`src/logic/adc_seq_defs.svh`:
```
// Offsets, field positions, reset values and timing counts of the converter sequencer.
// Assumes an 8-bit special function register port on the CPU machine clock.
//
// Behaviour
// RQ1: Outside select one flags results outside window.
// RQ2: Limits are symmetric; inside means exactly one below.
// RQ3: Software 0-to-1 start; busy holds until done.
// RQ4: Enabled external falling edge starts conversion.
// RQ5: Sixteen clocks: five sample, ten trials, end.
// RQ6: Interrupt on end, optionally qualified by match.
// RQ7: Software clears end flag after reading result.
// RQ8: Match flag updated at every conversion end.
// RQ9: Continuous mode restarts on the next cycle.
// RQ10: Leaving continuous mode finishes current conversion first.
// RQ11: Power off aborts conversion, clears busy.
// RQ12: Software waits warm-up after powering on.
// RQ13: All registers reset to zero.
// RQ14: High byte format follows alignment select.
// RQ15: Channel select applied when conversion starts.
// RQ16: Converter clock is machine clock over N+1.
// RQ17: Software sets the conversion interrupt enable.
// RQ18: Limits compare against top eight result bits.
// RQ19: Low byte always holds result bits 7-0.
// RQ20: Trials run bit 9 down to bit 0.
// RQ21: Results, match and end flag update together.
`ifndef ADC_SEQ_DEFS_SVH
`define ADC_SEQ_DEFS_SVH

// ==========================================================
// Register offsets
`define ADC_CTRL1_ADDR 8'hb2
`define ADC_CTRL2_ADDR 8'hb3
`define ADC_RESH_ADDR  8'hb4
`define ADC_RESL_ADDR  8'hb5
`define ADC_WINDOW_UPPER_LIMIT_ADDR 8'hb6
`define ADC_WINDOW_LOWER_LIMIT_ADDR 8'hb7

// ==========================================================
// Control one bit positions
`define ADC_C1_BUSY    7
`define ADC_C1_EOC     6
`define ADC_C1_CONT    5
`define ADC_C1_EXT     4
`define ADC_C1_QUAL    3
`define ADC_C1_MATCH   2
`define ADC_C1_POWER   1
`define ADC_C1_OUTSIDE 0

// ==========================================================
// Control two fields
`define ADC_C2_ALIGN   7
`define ADC_C2_CHAN_HI 6
`define ADC_C2_CHAN_LO 4
`define ADC_C2_PRE_HI  3
`define ADC_C2_PRE_LO  0

`define ADC_RESET_BYTE 8'h00

// ==========================================================
// Sequence timing in converter clocks
`define ADC_SAMPLE_CLKS 4'h5
`define ADC_LAST_STEP   4'hf
`define ADC_TOP_TRIAL   10'h200

`endif

```
`src/logic/adc_seq_pkg.sv`:
```
// Types shared by the converter sequencer and its prescaler.
// Assumes the defines header is compiled alongside.
package adc_seq_pkg;

    typedef enum logic [1:0] {
        ST_IDLE = 2'b01,
        ST_CONV = 2'b10
    } conv_state_t;

    // Software-visible control one bits that hardware does not own
    typedef struct packed {
        logic cont;
        logic ext_en;
        logic qual;
        logic power;
        logic outside;
    } ctrl1_t;

    typedef struct packed {
        conv_state_t state;
        logic [3:0]  step;
        logic [9:0]  sar;
        logic [9:0]  dac;
        logic [9:0]  result;
        logic [2:0]  chan_act;
        logic        busy;
        logic        eoc;
        logic        match;
        ctrl1_t      c1;
        logic [7:0]  ctrl2;
        logic [7:0]  win_hi;
        logic [7:0]  win_lo;
        logic [1:0]  ext_sync;
        logic        ext_prev;
        logic [7:0]  rdata;
    } seq_state_t;

    typedef struct packed {
        logic [3:0] cnt;
    } presc_state_t;

endpackage

```
`src/logic/adc_prescaler.sv`:
```
// Converter clock prescaler: one tick every N+1 machine clocks.
// Assumes clr is held while the sequencer is idle.
module adc_prescaler import adc_seq_pkg::*; #(
    parameter int PRESC_W = 4
) (
    // Clock and reset
    input  wire logic               clk,
    input  wire logic               rst_b,
    // Control
    input  wire logic               clr,
    input  wire logic [PRESC_W-1:0] div_n,
    // Converter clock tick
    output logic                    tick
);

    if (PRESC_W != 4) begin : g_chk
        $error("adc_prescaler: PRESC_W must match the 4-bit field");
    end

    presc_state_t st;
    presc_state_t next_st;

    // ==========================================================
    // Divider
    always_comb begin
        next_st = st;
        if (clr || st.cnt == 4'h0) begin
            next_st.cnt = div_n; // [RQ16]
        end else begin
            next_st.cnt = st.cnt - 4'h1;
        end
    end

    assign tick = !clr && st.cnt == 4'h0; // [RQ16]

    always_ff @(posedge clk or negedge rst_b) begin
        if (!rst_b) begin
            st <= '0;
        end else begin
            st <= next_st;
        end
    end

endmodule

```
`src/logic/adc_sequencer_window_compare.sv`:
```
// Converter sequencer with window comparator and special function registers.
// Assumes the analog core compares dac_code against the held sample on clk.
`include "adc_seq_defs.svh"
module adc_sequencer_window_compare import adc_seq_pkg::*; #(
    parameter int PRESC_W = 4
) (
    // Clock and reset
    input  wire logic       clk,
    input  wire logic       rst_b,
    // Special function register port
    input  wire logic [7:0] sfr_addr,
    input  wire logic       sfr_wr,
    input  wire logic [7:0] sfr_wdata,
    output logic      [7:0] sfr_rdata,
    // External start pin
    input  wire logic       ext_start_b,
    // Interrupt
    input  wire logic       conv_irq_enable,
    output logic            conv_irq,
    // Analog core
    input  wire logic       cmp_le,
    output logic            ana_power,
    output logic            ana_sample,
    output logic      [2:0] ana_channel,
    output logic      [9:0] dac_code
);

    seq_state_t st;
    seq_state_t next_st;
    logic       tick;
    logic       presc_clr;
    logic       wr_c1;
    logic       ext_fall;
    logic       sw_start;
    logic       start_now;
    logic       in_win;
    logic       win_hit;
    logic [9:0] mask;
    logic [9:0] sar_kept;
    logic [7:0] c1_view;
    logic [7:0] resh_view;

    adc_prescaler #(
        .PRESC_W (PRESC_W)
    ) u_presc (
        .clk   (clk),
        .rst_b (rst_b),
        .clr   (presc_clr),
        .div_n (st.ctrl2[`ADC_C2_PRE_HI:`ADC_C2_PRE_LO]),
        .tick  (tick)
    );

    // ==========================================================
    // Window comparator on the top eight bits of the new result
    assign in_win  = (st.win_hi < st.sar[9:2]) ^ (st.win_lo < st.sar[9:2]); // [RQ2] [RQ18]
    assign win_hit = st.c1.outside ^ in_win; // [RQ1]

    // ==========================================================
    // Start sources
    assign wr_c1    = sfr_wr && sfr_addr == `ADC_CTRL1_ADDR;
    assign ext_fall = st.c1.ext_en && st.ext_prev && !st.ext_sync[1]; // [RQ4]
    assign sw_start = wr_c1 && sfr_wdata[`ADC_C1_BUSY] && !st.busy; // [RQ3]
    // A start with the converter unpowered is dropped: no sample could be taken
    assign start_now = st.state == ST_IDLE && st.c1.power && (sw_start || ext_fall);

    assign mask     = `ADC_TOP_TRIAL >> (st.step - `ADC_SAMPLE_CLKS); // [RQ20]
    assign sar_kept = cmp_le ? st.dac : st.sar; // [RQ20]

    assign presc_clr = st.state != ST_CONV;

    assign c1_view = {st.busy, st.eoc, st.c1.cont, st.c1.ext_en,
                      st.c1.qual, st.match, st.c1.power, st.c1.outside};
    assign resh_view = st.ctrl2[`ADC_C2_ALIGN] ? {6'h00, st.result[9:8]}
                                               : st.result[9:2]; // [RQ14]

    // ==========================================================
    // Next state
    always_comb begin
        next_st          = st;
        next_st.ext_sync = {st.ext_sync[0], ext_start_b};
        next_st.ext_prev = st.ext_sync[1];

        // Register writes
        if (sfr_wr) begin
            unique case (sfr_addr)
                `ADC_CTRL1_ADDR: begin
                    next_st.c1.cont    = sfr_wdata[`ADC_C1_CONT];
                    next_st.c1.ext_en  = sfr_wdata[`ADC_C1_EXT];
                    next_st.c1.qual    = sfr_wdata[`ADC_C1_QUAL];
                    next_st.c1.power   = sfr_wdata[`ADC_C1_POWER];
                    next_st.c1.outside = sfr_wdata[`ADC_C1_OUTSIDE];
                    next_st.eoc        = sfr_wdata[`ADC_C1_EOC];
                end
                `ADC_CTRL2_ADDR: next_st.ctrl2 = sfr_wdata;
                `ADC_RESH_ADDR: begin
                    if (st.ctrl2[`ADC_C2_ALIGN]) begin
                        next_st.result[9:8] = sfr_wdata[1:0];
                    end else begin
                        next_st.result[9:2] = sfr_wdata;
                    end
                end
                `ADC_RESL_ADDR: next_st.result[7:0] = sfr_wdata;
                `ADC_WINDOW_UPPER_LIMIT_ADDR: next_st.win_hi = sfr_wdata;
                `ADC_WINDOW_LOWER_LIMIT_ADDR: next_st.win_lo = sfr_wdata;
                default: begin
                end
            endcase
        end

        // Conversion sequence
        unique case (st.state)
            ST_IDLE: begin
                if (start_now) begin
                    next_st.state    = ST_CONV;
                    next_st.busy     = 1'b1; // [RQ3] [RQ4]
                    next_st.step     = 4'h0;
                    next_st.chan_act = st.ctrl2[`ADC_C2_CHAN_HI:`ADC_C2_CHAN_LO]; // [RQ15]
                end
            end
            ST_CONV: begin
                if (tick) begin
                    next_st.step = st.step + 4'h1; // [RQ5]
                    if (st.step == `ADC_SAMPLE_CLKS - 4'h1) begin
                        next_st.sar = 10'h000;
                        next_st.dac = `ADC_TOP_TRIAL; // [RQ20]
                    end else if (st.step >= `ADC_SAMPLE_CLKS && st.step < `ADC_LAST_STEP) begin
                        next_st.sar = sar_kept; // [RQ20]
                        next_st.dac = sar_kept | (mask >> 1);
                    end else if (st.step == `ADC_LAST_STEP) begin
                        next_st.result = st.sar; // [RQ21] [RQ19]
                        next_st.match  = win_hit; // [RQ8] [RQ21]
                        next_st.eoc    = 1'b1; // [RQ5] [RQ21]
                        next_st.step   = 4'h0;
                        if (st.c1.cont) begin
                            next_st.chan_act = st.ctrl2[`ADC_C2_CHAN_HI:`ADC_C2_CHAN_LO]; // [RQ9]
                        end else begin
                            next_st.state = ST_IDLE; // [RQ10]
                            next_st.busy  = 1'b0; // [RQ3]
                        end
                    end
                end
            end
            default: begin
                next_st.state = ST_IDLE;
            end
        endcase

        // Power-off abort outranks the state, busy and step updates above; a final-step result, match and end flag still land
        if (!next_st.c1.power) begin
            next_st.state = ST_IDLE; // [RQ11]
            next_st.busy  = 1'b0; // [RQ11]
            next_st.step  = 4'h0;
        end

        // Read data, answered one cycle after the address
        unique case (sfr_addr)
            `ADC_CTRL1_ADDR: next_st.rdata = c1_view;
            `ADC_CTRL2_ADDR: next_st.rdata = st.ctrl2;
            `ADC_RESH_ADDR:  next_st.rdata = resh_view; // [RQ14]
            `ADC_RESL_ADDR:  next_st.rdata = st.result[7:0]; // [RQ19]
            `ADC_WINDOW_UPPER_LIMIT_ADDR: next_st.rdata = st.win_hi;
            `ADC_WINDOW_LOWER_LIMIT_ADDR: next_st.rdata = st.win_lo;
            default:         next_st.rdata = `ADC_RESET_BYTE;
        endcase
    end

    always_ff @(posedge clk or negedge rst_b) begin
        if (!rst_b) begin
            st          <= '0; // [RQ13]
            st.state    <= ST_IDLE;
            st.ext_sync <= 2'b11;
            st.ext_prev <= 1'b1;
        end else begin
            st <= next_st;
        end
    end

    // ==========================================================
    // Outputs
    assign sfr_rdata   = st.rdata;
    assign ana_power   = st.c1.power;
    assign ana_sample  = st.state == ST_CONV && st.step < `ADC_SAMPLE_CLKS; // [RQ5]
    assign ana_channel = st.chan_act;
    assign dac_code    = st.dac;
    assign conv_irq    = conv_irq_enable && st.eoc && (!st.c1.qual || st.match); // [RQ6]
endmodule

```
`config.mk`:
```
export PLATFORM = sky130hd
export DESIGN_NAME = adc_sequencer_window_compare
export DESIGN_NICKNAME = d
export VERILOG_FILES = /design/src/logic/adc_seq_pkg.sv /design/src/logic/adc_prescaler.sv /design/src/logic/adc_sequencer_window_compare.sv
export VERILOG_INCLUDE_DIRS = /design/src /design/src/logic
export SDC_FILE = /design/constraint.sdc
export NUM_CORES = 1
export LEC_CHECK = 0
export BUFFER_PORTS_ARGS = -buffer_cell sky130_fd_sc_hd__buf_2
export CORE_ASPECT_RATIO = 1.25
export CORE_MARGIN = 3
export CORE_UTILIZATION = 60
export CTS_CLUSTER_DIAMETER = 120
export DETAILED_ROUTE_END_ITERATION = 8
export HOLD_SLACK_MARGIN = 0.06
export PLACE_DENSITY_LB_ADDON = 0.1
export SETUP_SLACK_MARGIN = 0.05
export SYNTH_ARGS = -nofsm -noshare
export SYNTH_HDL_FRONTEND = slang
export SYNTH_SLANG_ARGS = --single-unit
```
`constraint.sdc`:
```
create_clock -name clk -period 2.6 [get_ports clk]
set_input_delay 0.13 -clock clk [delete_from_list [all_inputs] [get_ports clk]]
set_output_delay 0.13 -clock clk [all_outputs]
set_load 0.005 [all_outputs]
```
### Word-level counts from Yosys, hierarchy flattened

Cells that the tools add are included.

| storage, ports and cells | value |
|---|---|
| flip-flop bits (word level) | 86 |
| input bits | 22 |
| output and inout port bits | 24 |
| word-level logic and storage cells | 129 |

| cells by class | value |
|---|---|
| add/subtract/negate cells | 3 |
| magnitude comparators | 5 |
| equal/unequal tests | 24 |
| shift-type cells | 1 |
| mux-type cells | 38 |
| bitwise operators | 5 |
| reductions and logical operators | 32 |

Operators with widths:

| cell | number |
|---|---|
| equality test 8 bit, second input constant | 6 |
| 2-to-1 mux 16 bit | 3 |
| case mux 8 bit (6 select lines) | 1 |
| 2-to-1 mux 42 bit | 1 |
| 2-to-1 mux 20 bit | 2 |
| 2-to-1 mux 6 bit | 6 |
| 2-to-1 mux 8 bit | 4 |
| 2-to-1 mux 10 bit | 3 |
| 2-to-1 mux 26 bit | 1 |
| != test 3 bit, second input constant | 6 |
| < comparator 8 bit | 2 |
| case mux 4 bit (2 select lines) | 2 |
| != test 2 bit, second input constant | 7 |
| AND reduction 7 bit | 2 |
| logical AND 1 bit | 12 |
| 2-to-1 mux 2 bit | 6 |
| case mux 6 bit (2 select lines) | 1 |
| bitwise OR 10 x 9 -> 10 bit | 1 |
| >> shifter 10 x 4 -> 10 bit, first input constant | 1 |
| 2-to-1 mux 4 bit | 2 |
| AND reduction 2 bit | 4 |
| AND reduction 3 bit | 2 |
| AND reduction 6 bit | 1 |
| AND reduction 5 bit | 1 |
| other kinds (20) | 31 |

### Longest topological paths before layout

Gate-level depths: netlist of the first run.

| depth | value |
|---|---|
| word-level depth | 9 |
| mapped depth | 10 |
| mapped depth without buffers | 8 |

### Hierarchy

A second synthesis of the first run with hierarchy kept.

| unflattened totals | value |
|---|---|
| cell total of the unflattened synthesis | 461 |
| area total of the unflattened synthesis | 4864.7 um2 |

By module, submodules not included:

| module | instances | cells each | area each (um2) | seq. area each (um2) |
|---|---|---|---|---|
| adc_sequencer_window_compare | 1 | 435 | 4620.7 | 2057.0 |
| adc_prescaler | 1 | 26 | 244.0 | 100.1 |

### Worst setup path after synthesis of the first run

OpenSTA, ideal clock, no wires.

| timing | value |
|---|---|
| path kind | register -> register |
| from | register st[76] (netlist name) |
| to | register st (netlist bit dac_code[9]) |
| setup time | 119 ps |
| arrival time | 1960 ps |
| required time | 2481 ps |
| path slack | 521 ps |
| cell stages (with the launch flop) | 11 |
| path buffers | 2 |
| clock period less this slack | 2079 ps |
| cells stage by stage | dfrtp_1 > inv_1 > ha_1 > nor2_1 > nand2_1 > a22o_1 > nand2_1 > clkbuf_1 > buf_2 > a21oi_1 > o21a_1 |

| between the ends | value |
|---|---|
| word-level cells in the longest chain between the ends | 4 |
| elaborated cells between the ends (all ways) | 7 |
| those cells by class | 2 x order compare; 1 x eq/ne; 1 x mux; 3 x reduce/logical |

RTL lines:

| element | line | RTL |
|---|---|---|
| start: declaration | adc_sequencer_window_compare.sv:28 | `seq_state_t st;` |
| start signal: assignment | adc_sequencer_window_compare.sv:174 | `st <= next_st;` |
| greater-or-equal comparator 4 x 3 -> 1 bit (no source line) / < comparator 4 bit (equally long branches) | -- |  |
| logical AND 1 bit (no source line) | -- |  |
| nonzero test 2 bit (no source line) | -- |  |
| AND reduction 3 bit (no source line) | -- |  |

Several ways; a longest one is shown, not always the timed one.
A chain may end at the register's enable or synchronous reset.

### Worst setup path after layout of the first run

| timing | value |
|---|---|
| from | register st[76] (netlist name) |
| to | register st (netlist bit dac_code[7]) |

| between the ends | value |
|---|---|
| word-level cells in the longest chain between the ends | 5 |
| elaborated cells between the ends (all ways) | 11 |
| those cells by class | 1 x add/sub; 2 x order compare; 1 x eq/ne; 1 x shift; 2 x mux; 1 x bitwise; 3 x reduce/logical |

RTL lines:

| element | line | RTL |
|---|---|---|
| subtractor 4 x 3 -> 4 bit (no source line) | -- |  |
| >> shifter 10 x 4 -> 10 bit (no source line) | -- |  |
| bitwise OR 10 x 9 -> 10 bit | adc_sequencer_window_compare.sv:128 | `next_st.dac = sar_kept \| (mask >> 1);` |
| 2-to-1 mux 20 bit | adc_sequencer_window_compare.sv:126 | `` end else if (st.step >= `ADC_SAMPLE_CLKS && st.step < `ADC_LAST_STEP) begin `` |
| 2-to-1 mux 20 bit | adc_sequencer_window_compare.sv:123 | `` if (st.step == `ADC_SAMPLE_CLKS - 4'h1) begin `` |

Several ways; a longest one is shown, not always the timed one. The select of a mux whose other input is x is not followed.

==> results of run 1 <==
==> flip-flops by register name (all words and copies together), names as in the netlist <==
name         cells
ana_channel      3
next_st          2
u_presc.st       4
ana_power        1
st              51
c1_view          7
dac_code        10
sfr_rdata        8
==> timing repair <==
action,4_1_cts,5_1_grt
hold buffers,2,0
hold endpoints to repair,83,0
resized for setup,0,1
setup endpoints to repair,0,10
==> cells in the mapped netlist, types with 2 or more instances <==
| master | count | area, µm² |
|---|---|---|
| nand3_1 | 6 | 30.0 |
| clkbuf_1 | 17 | 63.8 |
| mux2_1 | 5 | 56.3 |
| ha_1 | 21 | 263 |
| xnor2_1 | 4 | 35.0 |
| a22o_1 | 16 | 140 |
| dfstp_2 | 4 | 105 |
| o22a_1 | 9 | 78.8 |
| buf_6 | 2 | 22.5 |
| or4_1 | 3 | 22.5 |
| or3_1 | 2 | 12.5 |
| nor3_1 | 4 | 20.0 |
| a21oi_1 | 41 | 205 |
| mux2i_1 | 15 | 150 |
| nand2_1 | 37 | 139 |
| a22oi_1 | 8 | 60.1 |
| inv_1 | 15 | 56.3 |
| buf_4 | 21 | 158 |
| o21ai_0 | 12 | 60.1 |
| nand2b_1 | 4 | 25.0 |
| buf_2 | 4 | 20.0 |
| nor2_1 | 47 | 176 |
| o21a_1 | 2 | 15.0 |
| a31oi_1 | 4 | 25.0 |
| mux4_2 | 8 | 180 |
| dfrtp_1 | 82 | 2050 |
| nor2b_1 | 6 | 37.5 |
| a211oi_1 | 5 | 37.5 |
| nand4_1 | 3 | 18.8 |
| mux2_2 | 28 | 315 |
| a2111oi_0 | 2 | 17.5 |
| o21ai_1 | 4 | 20.0 |
==> metrics by stage <==
step / instance area [µm²] / hold WS, ps / total power [mW] / std cells
after floorplan: 4830 / -166 / 1.61 / 463
after global placement: 4960 / 235 / 1.70 / 563
after detailed placement: 4960 / 237 / 1.71 / 563
after CTS: 5180 / 72.0 / 2.67 / 581
after global routing: 5190 / 83.7 / 2.75 / 581
final: 5190 / 91.0 / 2.64 / 581
==> worst paths after layout <==
| path | slack, ps | to | cells after the start |
|---|---|---|---|
| worst min-delay path | 90 | st[21] | 2 |
| worst max-delay path | 340 | dac_code[7] | 9 |
| worst min register to register | 360 | next_st[8] | 0 |
| max in group asynchronous | 1430 | dac_code[7] | 2 |
| worst max register to register | 340 | dac_code[7] | 9 |
| min in group asynchronous | 500 | ana_channel[2] | 2 |
==> area by class of cell <==
type / instances / area share, %
inverter: 16 / 1.16
multi-input combinational: 316 / 45.3
tap: 92 / 2.22
clock buffer: 10 / 2.46
clock inverter: 6 / 1.35
sequential: 86 / 41.6
timing repair buffer: 55 / 5.93
==> critical path: cells and delay by family (launching register included) <==
| family | cells | cell delay, ps |
|---|---|---|
| buffers and inverters | 2 | 380 |
| AOI/OAI and AO/OA | 3 | 470 |
| DFF | 1 | 510 |
| and+or+nand+nor | 3 | 530 |
| adders and majority gates | 1 | 270 |
==> metal layers <==
metal,wire length (µm),vias up,GRT usage (%),share of wire [%]
li1,-,1687,-,-
met1,4510,1780,31.3,42
met2,5390,111,41.7,50
met3,422,28,3.57,3.9
met4,473,0,13.7,4.4
met5,0,-,0,0
==> where the power goes <==
| group | internal [mW] | total, mW | switching (mW) |
|---|---|---|---|
| clock | 0.451 | 0.958 | 0.506 |
| sequential | 1.38 | 1.42 | 0.0409 |
| combinational | 0.123 | 0.268 | 0.145 |
| total | 1.95 | 2.64 | 0.692 |
==> layout by cell type, fill, tap and decap left out, types with 2 or more instances in the layout <==
cell / count
dfstp_2: 4
inv_1: 15
mux4_2: 8
xnor2_1: 4
buf_2: 44
dfrtp_1: 82
ha_1: 21
inv_6: 2
nand4_1: 3
a211oi_1: 5
a22o_1: 16
o21ai_1: 4
nand2_1: 37
or3_1: 2
a22oi_1: 8
clkbuf_8: 9
o22a_1: 9
mux2i_1: 15
nor2b_1: 6
o21a_1: 2
o21ai_0: 12
nand2b_1: 4
dlygate4sd3_1: 2
buf_4: 9
nand3_1: 6
mux2_2: 28
nor2_1: 47
a2111oi_0: 2
nor3_1: 4
a31oi_1: 4
mux2_1: 5
a21oi_1: 41
clkinvlp_4: 3
or4_1: 3
==> logic make-up after synthesis <==
| logic type | Yosys count |
|---|---|
| simple gates | 124 |
| compound gates | 111 |
| flops | 86 |
| buf+inv | 61 |
| mux | 56 |
| fa+ha+maj | 21 |
| xor+xnor | 4 |
==> metrics.txt, run 1 <==
# TYPE chip_impl_metric gauge
chip_impl_metric{name="synthMuxAreaShare",unit="%"} 14.5
chip_impl_metric{name="total_neg_setup_slack",unit="ps"} 0
chip_impl_info{name="unrepaired_setup_endpoints_after_global_routing",value="false"} 1
chip_impl_metric{name="fillers",unit=""} 596
chip_impl_info{name="synth_top_flop_cell",value="dfrtp_1"} 1
chip_impl_metric{name="antenna_found_initial",unit=""} 0
chip_impl_info{name="hold_class",value="input port to register"} 1
chip_impl_metric{name="detail_route.wirelength",unit="µm"} 10800
chip_impl_metric{name="postSynthCellCount",unit=""} 463
chip_impl_metric{name="post_drt_wl_per_cell",unit="µm"} 18.6
chip_impl_metric{name="compound_gate_portion_of_the_synthesized_area",unit="%"} 15.7
chip_impl_info{name="tritoncts",value="yes"} 1
chip_impl_metric{name="layout.core_utilization",unit="%"} 68.5
chip_impl_metric{name="grt_usage",unit="%"} 25.1
chip_impl_info{name="crit_chain",value="inv_1 > ha_1 > nor2_1 > nand2_1 > a22o_1 > nand2_1 > buf_4 > a21oi_1 > o22a_1"} 1
chip_impl_metric{name="postSynth.asyncResetShare",unit="%"} 100
chip_impl_metric{name="yosys.area_share.xor_xnor",unit="%"} 0.725
chip_impl_metric{name="grt_start_max_net_pins",unit=""} 87
chip_impl_metric{name="highest_net_fanout_along_the_worst_path",unit=""} 12
chip_impl_metric{name="synth_nets",unit=""} 506
chip_impl_metric{name="gr-total-overflow",unit=""} 0
chip_impl_metric{name="clock_skew",unit="ps"} 6.30
chip_impl_metric{name="dp_hpwl",unit="µm"} 8010
chip_impl_metric{name="netlist-cell-type-count",unit=""} 54
chip_impl_metric{name="pwr_density_cell",unit="nW/µm²"} 510
chip_impl_metric{name="worst_pin_slew",unit="ps"} 1050
chip_impl_metric{name="first_global_vias",unit=""} 3577
chip_impl_metric{name="cts_buffer_depth",unit=""} 2
chip_impl_metric{name="mappedNetlistArea",unit="µm²"} 4830
chip_impl_info{name="path_class",value="register to register"} 1
chip_impl_info{name="worst_setup_path_end_kind",value="register"} 1
chip_impl_metric{name="cts.clk_slew.worst_paths",unit="ps"} 90
chip_impl_metric{name="report.final.setup_viol",unit=""} 0
chip_impl_metric{name="crit_path_max_incr_delay",unit="ps"} 510
chip_impl_metric{name="synth-seq-cells",unit=""} 86
chip_impl_metric{name="drc",unit=""} 0
chip_impl_info{name="min-delay-start",value="sfr_wdata[2]"} 1
chip_impl_metric{name="fin_crit_sh",unit="%"} 87.0
chip_impl_metric{name="p_leak",unit="nW"} 2.31
chip_impl_info{name="status",value="finished, final reports clean"} 1
chip_impl_metric{name="routed-via-count",unit=""} 3606
chip_impl_metric{name="required",unit="ps"} 2850
chip_impl_metric{name="data_arrival_critical_path",unit="ps"} 2510
chip_impl_info{name="cell_with_the_largest_stage_delay_on_the_worst_path",value="dfrtp_1"} 1
chip_impl_metric{name="initial_core_utilization",unit="%"} 63.7
chip_impl_metric{name="timing_max_transition_violations_final",unit=""} 0
chip_impl_metric{name="number_of_core_rows",unit=""} 35
chip_impl_metric{name="grt_pass1_wl",unit="µm"} 17800
chip_impl_metric{name="max_clock_freq",unit="MHz"} 442
chip_impl_metric{name="antenna_cells_inserted",unit=""} 0
chip_impl_metric{name="gp_routability_congestion",unit=""} 0.915
chip_impl_info{name="critPathLaunch",value="st[76]"} 1
chip_impl_metric{name="design.core.area",unit="µm²"} 7580
chip_impl_metric{name="hold_viol_final",unit=""} 0
chip_impl_info{name="synth_top_family_by_area",value="compound AO/OA/AOI/OAI gates"} 1
chip_impl_metric{name="die_width",unit="µm"} 86.2
chip_impl_metric{name="die_h",unit="µm"} 106
chip_impl_metric{name="design.die.area",unit="µm²"} 9170
chip_impl_metric{name="yosys.area_share.simple",unit="%"} 12.1
chip_impl_metric{name="postRouteAntennaNets",unit=""} 0
chip_impl_metric{name="worstSkewPairLatency",unit="ps"} 360
chip_impl_metric{name="seq_area_frac_synth",unit="%"} 44.7
chip_impl_metric{name="regArea",unit="µm²"} 2160
chip_impl_metric{name="design.final.nets",unit=""} 527
chip_impl_metric{name="ir_worst_vdd",unit="µV"} 396
chip_impl_metric{name="slew_headroom",unit="%"} 29.9
chip_impl_metric{name="max-cap-violations",unit=""} 0
chip_impl_metric{name="cts_inserted_buffers",unit=""} 9
chip_impl_metric{name="synthAdderAreaFrac",unit="%"} 5.44
chip_impl_metric{name="cts.htree.levels",unit=""} 3
chip_impl_metric{name="detail_route.iter0.violations",unit=""} 188
chip_impl_metric{name="number_of_synthesized_flops_with_an_enable_pin",unit=""} 0
chip_impl_info{name="reg2reg_from",value="st[76]"} 1
chip_impl_metric{name="avgViaCountPerCell",unit=""} 6.21
chip_impl_info{name="clockRootBuffer",value="clkbuf_8"} 1
chip_impl_info{name="cpMostUsedCell",value="nand2_1"} 1
chip_impl_metric{name="yosysWarningCount",unit=""} 0
chip_impl_metric{name="clock_tree_sinks",unit=""} 86
chip_impl_metric{name="detailedPlace.worstSlack",unit="ps"} 336
chip_impl_metric{name="final_worst_setup_slack",unit="ps"} 339
chip_impl_metric{name="syn2layout_area_growth",unit="%"} 7.44
chip_impl_metric{name="number_of_ports_placed_on_the_die_boundary",unit=""} 46
chip_impl_metric{name="postCtsSetupBuffers",unit=""} 0
chip_impl_metric{name="drt-pass1-iter-count",unit=""} 5
chip_impl_metric{name="port_buffers",unit=""} 45
chip_impl_metric{name="layout_min_cycle_time",unit="ps"} 2260
chip_impl_metric{name="syn_area_per_cell",unit="µm²"} 10.4
chip_impl_metric{name="multi_input_area",unit="µm²"} 2350
chip_impl_info{name="crit_path_start_kind",value="register"} 1
chip_impl_metric{name="layout-drive-gt1-share",unit="%"} 23.3
(Power assumes the default switching activity.)
==> run 2: changes to the inputs <==
--- a/config.mk
+++ b/config.mk
@@ -9,7 +9,7 @@
 export BUFFER_PORTS_ARGS = -buffer_cell sky130_fd_sc_hd__buf_2
 export CORE_ASPECT_RATIO = 1.25
 export CORE_MARGIN = 3
-export CORE_UTILIZATION = 60
+export CORE_UTILIZATION = 54
 export CTS_CLUSTER_DIAMETER = 120
 export DETAILED_ROUTE_END_ITERATION = 8
 export HOLD_SLACK_MARGIN = 0.06
==> constraint.sdc (replaced) <==
create_clock -name clk -period 1.9 [get_ports clk]
set_input_delay 0.095 -clock clk [delete_from_list [all_inputs] [get_ports clk]]
set_output_delay 0.095 -clock clk [all_outputs]
set_load 0.005 [all_outputs]
==> run 2 against run 1 <==
  * Core utilization decreased by 0.79 points
  * Final area rose by 11%
  * Final cell count grew 12%
  * Routed wire length grew 11%
  * First-iteration DRC count grew 30%
  * Sequential power rose by 37%
  * Via count grew 5.1%
  * Critical path depth did not move
  * Worst hold slack worse by 17 ps
  * Critical path type unchanged
  * Largest cell class unchanged
  * Largest power group unchanged
==> metrics.txt, run 2 (synthesis results as in run 1) <==
# TYPE chip_impl_metric gauge
chip_impl_info{name="status",value="finished, final reports clean"} 1
chip_impl_metric{name="design.core.area",unit="µm²"} 8470
chip_impl_metric{name="timing_max_transition_violations_final",unit=""} 0
chip_impl_metric{name="number_of_ports_placed_on_the_die_boundary",unit=""} 46
chip_impl_metric{name="fin_crit_sh",unit="%"} 99.0
chip_impl_metric{name="die_width",unit="µm"} 90.6
chip_impl_info{name="mostFrequentLayoutCells",value="79 x dfrtp_1, 45 x nor2_1, 45 x buf_4, 44 x buf_2, 41 x a21oi_1"} 1
chip_impl_info{name="regMostFlops",value="st"} 1
chip_impl_metric{name="dp_hpwl",unit="µm"} 8550
chip_impl_metric{name="highest_net_fanout_along_the_worst_path",unit=""} 2
chip_impl_metric{name="fillers",unit=""} 678
chip_impl_metric{name="hold_viol_final",unit=""} 0
chip_impl_metric{name="regArea",unit="µm²"} 2160
chip_impl_metric{name="required",unit="ps"} 2150
chip_impl_metric{name="slew_headroom",unit="%"} 57.6
chip_impl_info{name="tritoncts",value="yes"} 1
chip_impl_metric{name="largest_register_ffs",unit=""} 51
chip_impl_metric{name="routed-via-count",unit=""} 3791
chip_impl_metric{name="ir_worst_vdd",unit="µV"} 420
chip_impl_metric{name="layout.core_utilization",unit="%"} 67.7
chip_impl_info{name="unrepaired_setup_endpoints_after_global_routing",value="true"} 1
chip_impl_metric{name="cts_inserted_buffers",unit=""} 9
chip_impl_metric{name="multi_input_area",unit="µm²"} 2500
chip_impl_metric{name="gr-total-overflow",unit=""} 0
chip_impl_metric{name="layout_min_cycle_time",unit="ps"} 1880
chip_impl_info{name="worst_setup_path_end_kind",value="register"} 1
chip_impl_metric{name="detail_route.wirelength",unit="µm"} 11900
chip_impl_info{name="crit_path_start_kind",value="register"} 1
chip_impl_metric{name="drt-pass1-iter-count",unit=""} 4
chip_impl_info{name="reg2reg_from",value="st[71]"} 1
chip_impl_info{name="path_class",value="register to register"} 1
chip_impl_metric{name="post_drt_wl_per_cell",unit="µm"} 18.4
chip_impl_metric{name="postRouteAntennaNets",unit=""} 0
chip_impl_metric{name="pwr_density_cell",unit="nW/µm²"} 621
chip_impl_metric{name="grt_pass1_wl",unit="µm"} 19100
chip_impl_metric{name="antenna_found_initial",unit=""} 0
chip_impl_metric{name="detail_route.iter0.violations",unit=""} 244
chip_impl_info{name="r2r-end",value="c1_view[2]"} 1
chip_impl_metric{name="p_leak",unit="nW"} 2.53
chip_impl_metric{name="detailedPlace.worstSlack",unit="ps"} -16.5
chip_impl_metric{name="antenna_cells_inserted",unit=""} 0
chip_impl_metric{name="gp_routability_congestion",unit=""} 0.917
chip_impl_metric{name="port_buffers",unit=""} 45
chip_impl_metric{name="die_h",unit="µm"} 112
chip_impl_metric{name="syn2layout_area_growth",unit="%"} 18.8
chip_impl_metric{name="report.final.setup_viol",unit=""} 0
chip_impl_metric{name="fin_worst_hold_slack",unit="ps"} 73.8
chip_impl_metric{name="worstSkewPairLatency",unit="ps"} 370
chip_impl_metric{name="first_global_vias",unit=""} 3839
chip_impl_info{name="setup.worst_path.end",value="c1_view[2]"} 1
chip_impl_metric{name="number_of_core_rows",unit=""} 37
chip_impl_metric{name="design.final.nets",unit=""} 570
chip_impl_metric{name="grt_usage",unit="%"} 24.1
chip_impl_metric{name="cts.clk_slew.worst_paths",unit="ps"} 90
chip_impl_metric{name="clock_skew",unit="ps"} 6.40
chip_impl_metric{name="grt_start_max_net_pins",unit=""} 41
chip_impl_metric{name="clock_tree_sinks",unit=""} 86
chip_impl_metric{name="rr_worst_depth",unit=""} 9
chip_impl_metric{name="max_clock_freq",unit="MHz"} 532
chip_impl_info{name="hold_class",value="input port to register"} 1
chip_impl_metric{name="reg2reg_slack",unit="ps"} 20
chip_impl_metric{name="avgViaCountPerCell",unit=""} 5.84
chip_impl_metric{name="worst_pin_slew",unit="ps"} 636
chip_impl_info{name="most_common_cell_after_layout_fill_and_taps_aside",value="dfrtp_1"} 1
chip_impl_metric{name="layout-drive-gt1-share",unit="%"} 35.2
chip_impl_info{name="critPathLaunch",value="st[71]"} 1
chip_impl_metric{name="design.die.area",unit="µm²"} 10100
chip_impl_metric{name="report.power.total",unit="mW"} 3.56
chip_impl_metric{name="initial_core_utilization",unit="%"} 57.0
chip_impl_metric{name="cts.htree.levels",unit=""} 3
chip_impl_metric{name="drc",unit=""} 0
chip_impl_metric{name="final_worst_setup_slack",unit="ps"} 18.9
chip_impl_metric{name="max-cap-violations",unit=""} 0
chip_impl_metric{name="cts_buffer_depth",unit=""} 2
chip_impl_metric{name="data_arrival_critical_path",unit="ps"} 2130
chip_impl_info{name="clockRootBuffer",value="clkbuf_8"} 1
-- run 2: changes by cell type in the layout (fill, tap and decap cells not counted), moves of 4 or more --
cell,previous run,this run
ha_4,0,5
ha_1,21,13
buf_4,9,45
inv_1,15,11
-- run 2: what timing repair did --
item                       CTS  global route
gates cloned                 1             0
setup endpoints to repair   23            27
hold endpoints to repair    43             0
hold buffers                 4             0
pin swaps                    4            10
setup buffers                7             4
gates resized for setup     10            33
-- run 2: area by class of cell --
cell class	count	area share [%]
multi-input combinational	316	43.6
sequential	86	37.7
timing repair buffer	98	11.9
tap	117	2.55
clock buffer	10	2.40
inverter	16	1.13
clock inverter	6	0.785
-- run 2: where the power goes --
part / internal (mW) / switching (mW) / total (mW)
registers: 1.89 / 0.0590 / 1.94
clock network: 0.517 / 0.684 / 1.20
logic: 0.196 / 0.222 / 0.418
total: 2.60 / 0.965 / 3.56
-- run 2: how the worst min path moves through the flow --
stage / from / end / cells past startpoint / slack [ps]
2_1_floorplan: rst_b / ana_channel[0] / 0 / -200
3_3_place_gp: rst_b / ana_channel[1] / 1 / 100
3_5_place_dp: rst_b / ana_channel[1] / 1 / 100
4_1_cts: sfr_wdata[4] / st[15] / 2 / 60
5_1_grt: sfr_wdata[5] / c1_view[5] / 2 / 80
6_report: sfr_wdata[5] / st[32] / 2 / 70
-- run 2: through the flow --
stage,cells,area (µm²),TNS [ps]
detailed placement,617,5240,-16.5
global placement,617,5240,0
CTS,645,5550,0
floorplan,463,4840,0
global route,649,5740,-112
finish,649,5740,0
-- run 2: per-layer routing --
| metal | GRT usage [%] | share of wire (%) | vias up |
|---|---|---|---|
| met1 | 28.0 | 40 | 1878 |
| met5 | 0 | 0 | - |
| met3 | 4.12 | 4.8 | 25 |
| li1 | - | - | 1775 |
| met4 | 13.5 | 3.9 | 0 |
| met2 | 41.8 | 51 | 113 |
-- run 2: critical path, cell delays in order (launching register included) --
cell and delay (ps):
dfrtp_1 360, inv_1 80, buf_4 140, ha_1 190
a211o_1 260, a31oi_2 190, o221ai_2 150, xnor2_1 190
xnor2_1 140, o21ai_1 70
==> run 3: changes to the inputs <==
==> constraint.sdc (replaced) <==
create_clock -name clk -period 1.9 [get_ports clk]
set_input_delay 0.095 -clock clk [delete_from_list [all_inputs] [get_ports clk]]
set_output_delay 0.095 -clock clk [all_outputs]
set_load 0.1 [all_outputs]
==> run 3 against run 2 <==
  * The flow now finishes with violations (setup timing)
  * Flip-flop and latch count is the same
  * Die area is the same
  * Global-route usage grew 0.45 points
  * Worst hold slack gained 3.6 ps
  * Non-clock buffer count shrank 2
  * Via count shrank 0.47%
  * Routed wire length grew 2.6%
  * Final cell count shrank 0.31%
  * Final area grew 2.1%
  * Sequential share of layout area shrank 0.75 points
  * Core utilization grew 1.4 points
  * Register-to-register slack lost 100 ps
  * Largest power group unchanged
==> metrics.txt, run 3 (synthesis results as in run 1) <==
# TYPE chip_impl_metric gauge
chip_impl_metric{name="max_clock_freq",unit="MHz"} 505
chip_impl_info{name="reg2reg_from",value="st[70]"} 1
chip_impl_metric{name="design.die.area",unit="µm²"} 10100
chip_impl_metric{name="design.core.area",unit="µm²"} 8470
chip_impl_metric{name="fin_crit_sh",unit="%"} 104
chip_impl_metric{name="antenna_cells_inserted",unit=""} 0
chip_impl_metric{name="grt_usage",unit="%"} 24.5
chip_impl_metric{name="grt_pass1_wl",unit="µm"} 19400
chip_impl_info{name="crit_chain",value="inv_2 > ha_1 > o21a_1 > nor2_1 > nor4_1 > a2111oi_1 > xnor2_1 > o21ai_1"} 1
chip_impl_metric{name="report.final.setup_viol",unit=""} 1
chip_impl_metric{name="fin_cells",unit=""} 647
chip_impl_metric{name="grt_start_max_net_pins",unit=""} 44
chip_impl_metric{name="clock_skew",unit="ps"} 7.73
chip_impl_info{name="unrepaired_setup_endpoints_after_global_routing",value="true"} 1
chip_impl_metric{name="highest_net_fanout_along_the_worst_path",unit=""} 3
chip_impl_metric{name="seq_power_share",unit="%"} 52.1
chip_impl_metric{name="worstSkewPairLatency",unit="ps"} 360
chip_impl_metric{name="timing.critical_path.buf_inv",unit=""} 1
chip_impl_info{name="clockRootBuffer",value="clkbuf_8"} 1
chip_impl_info{name="violated_checks",value="setup timing"} 1
chip_impl_metric{name="ir_worst_vdd",unit="µV"} 454
chip_impl_metric{name="gr-total-overflow",unit=""} 0
chip_impl_info{name="mostFrequentLayoutCells",value="78 x dfrtp_1, 46 x nor2_1, 43 x buf_2, 39 x buf_4, 38 x a21oi_1"} 1
chip_impl_metric{name="detail_route.wirelength",unit="µm"} 12200
chip_impl_info{name="cell_with_the_largest_stage_delay_on_the_worst_path",value="a2111oi_1"} 1
chip_impl_metric{name="syn2layout_area_growth",unit="%"} 21.2
chip_impl_metric{name="p_leak",unit="nW"} 2.59
chip_impl_info{name="critPathLaunch",value="st[70]"} 1
chip_impl_metric{name="data_arrival_critical_path",unit="ps"} 2210
chip_impl_metric{name="max-cap-violations",unit=""} 0
chip_impl_metric{name="place.detailed.instances",unit=""} 619
chip_impl_metric{name="first_global_vias",unit=""} 3832
chip_impl_metric{name="die_h",unit="µm"} 112
chip_impl_metric{name="port_buffers",unit=""} 45
chip_impl_info{name="regMostFlops",value="st"} 1
chip_impl_metric{name="largest_register_ffs",unit=""} 51
chip_impl_metric{name="p_sw_share",unit="%"} 25.3
chip_impl_metric{name="worst_pin_slew",unit="ps"} 622
chip_impl_metric{name="crit_path_max_incr_delay",unit="ps"} 440
chip_impl_metric{name="gp_routability_congestion",unit=""} 0.956
chip_impl_metric{name="power_frac_clock",unit="%"} 36.3
chip_impl_metric{name="postRouteAntennaNets",unit=""} 0
chip_impl_info{name="min-delay-start",value="sfr_wdata[5]"} 1
chip_impl_metric{name="layout_min_cycle_time",unit="ps"} 1980
chip_impl_metric{name="cts.htree.levels",unit=""} 3
chip_impl_info{name="hold_class",value="input port to register"} 1
chip_impl_info{name="status",value="finished, violations left"} 1
chip_impl_metric{name="cts_buffer_depth",unit=""} 2
chip_impl_metric{name="die_width",unit="µm"} 90.6
chip_impl_metric{name="layout.core_utilization",unit="%"} 69.1
chip_impl_metric{name="cts_inserted_buffers",unit=""} 9
chip_impl_metric{name="design.final.nets",unit=""} 568
chip_impl_metric{name="routed-via-count",unit=""} 3773
chip_impl_metric{name="slew_headroom",unit="%"} 58.6
chip_impl_metric{name="power.net_switching",unit="µW"} 942
chip_impl_info{name="tritoncts",value="yes"} 1
chip_impl_metric{name="detail_route.iter0.violations",unit=""} 176
chip_impl_metric{name="antenna_found_initial",unit=""} 0
chip_impl_info{name="most_common_cell_after_layout_fill_and_taps_aside",value="dfrtp_1"} 1
chip_impl_metric{name="final_worst_setup_slack",unit="ps"} -81.8
chip_impl_metric{name="pwr_density_cell",unit="nW/µm²"} 637
chip_impl_metric{name="avgViaCountPerCell",unit=""} 5.83
chip_impl_info{name="crit_path_start_kind",value="register"} 1
chip_impl_metric{name="number_of_ports_placed_on_the_die_boundary",unit=""} 46
chip_impl_metric{name="required",unit="ps"} 2130
chip_impl_metric{name="design_area",unit="µm²"} 5860
chip_impl_metric{name="drc",unit=""} 0
chip_impl_info{name="worst_setup_path_end_kind",value="register"} 1
chip_impl_metric{name="relative_contribution_of_combinational_cells_to_total_power",unit="%"} 11.7
chip_impl_metric{name="timing_max_transition_violations_final",unit=""} 0
chip_impl_metric{name="hold_viol_final",unit=""} 0
chip_impl_metric{name="initial_core_utilization",unit="%"} 57.0
chip_impl_metric{name="post_drt_wl_per_cell",unit="µm"} 18.9
chip_impl_metric{name="report.power.total",unit="mW"} 3.73
chip_impl_metric{name="dp_hpwl",unit="µm"} 8690
chip_impl_metric{name="power.internal",unit="mW"} 2.79
chip_impl_metric{name="layout-drive-gt1-share",unit="%"} 35.5
chip_impl_metric{name="dpl-instance-area",unit="µm²"} 5290
chip_impl_info{name="path_class",value="register to register"} 1
chip_impl_metric{name="drt-pass1-iter-count",unit=""} 4
chip_impl_metric{name="cts.clk_slew.worst_paths",unit="ps"} 80
chip_impl_metric{name="detailedPlace.worstSlack",unit="ps"} -90.8
chip_impl_metric{name="clock_tree_sinks",unit=""} 86
chip_impl_info{name="crit_family",value="compound AO/OA/AOI/OAI gates"} 1
chip_impl_metric{name="number_of_core_rows",unit=""} 37
## run 3: routing by layer
metal | track usage, % | up-vias | wire length (µm) | part of all wire (%)
li1 | - | 1773 | - | -
met5 | 0 | - | 0 | 0
met2 | 41.9 | 122 | 6300 | 51
met1 | 29.6 | 1844 | 4920 | 40
met4 | 10.5 | 0 | 470 | 3.8
met3 | 5.68 | 34 | 549 | 4.5
## run 3: power groups by stage
stage	logic, mW	clock network (mW)	registers (mW)
3_3_place_gp	0.405	0	1.97
3_5_place_dp	0.416	0	1.98
6_report	0.435	1.35	1.94
5_1_grt	0.482	1.48	1.95
2_1_floorplan	0.276	0	1.96
4_1_cts	0.428	1.39	1.94
## run 3: metrics by stage
| stage | hold slack (ps) | TNS (ps) |
|---|---|---|
| detailed placement | 11.7 | -309 |
| global placement | 5.92 | 0 |
| finish | 77.4 | -81.8 |
| floorplan | -201 | 0 |
| CTS | 70.2 | -39.7 |
| global route | 76.9 | -175 |
## run 3: area by class of cell
type / count / area (µm²)
inverter: 16 / 62.6
clock inverter: 3 / 42.5
fill: 664 / 2620
multi-input combinational: 316 / 2530
clock buffer: 13 / 169
tap: 117 / 146
sequential: 86 / 2160
timing repair buffer: 96 / 742
## run 3: final timing paths
kind | to | depth (start not counted) | slack [ps]
setup / recovery | c1_view[2] | 8 | -80
hold / removal | st[32] | 2 | 80
setup reg to reg | c1_view[2] | 8 | -80
hold reg to reg | next_st[8] | 0 | 360
max in group asynchronous | dac_code[0] | 3 | 1130
min in group asynchronous | c1_view[5] | 2 | 170
## run 3: what timing repair did
action	4_1_cts	5_1_grt
setup endpoints to repair	19	32
resized for setup	13	36
hold buffers	3	0
pin swaps	4	7
setup buffers	2	5
cloned	0	2
endpoints found under the hold margin	89	0
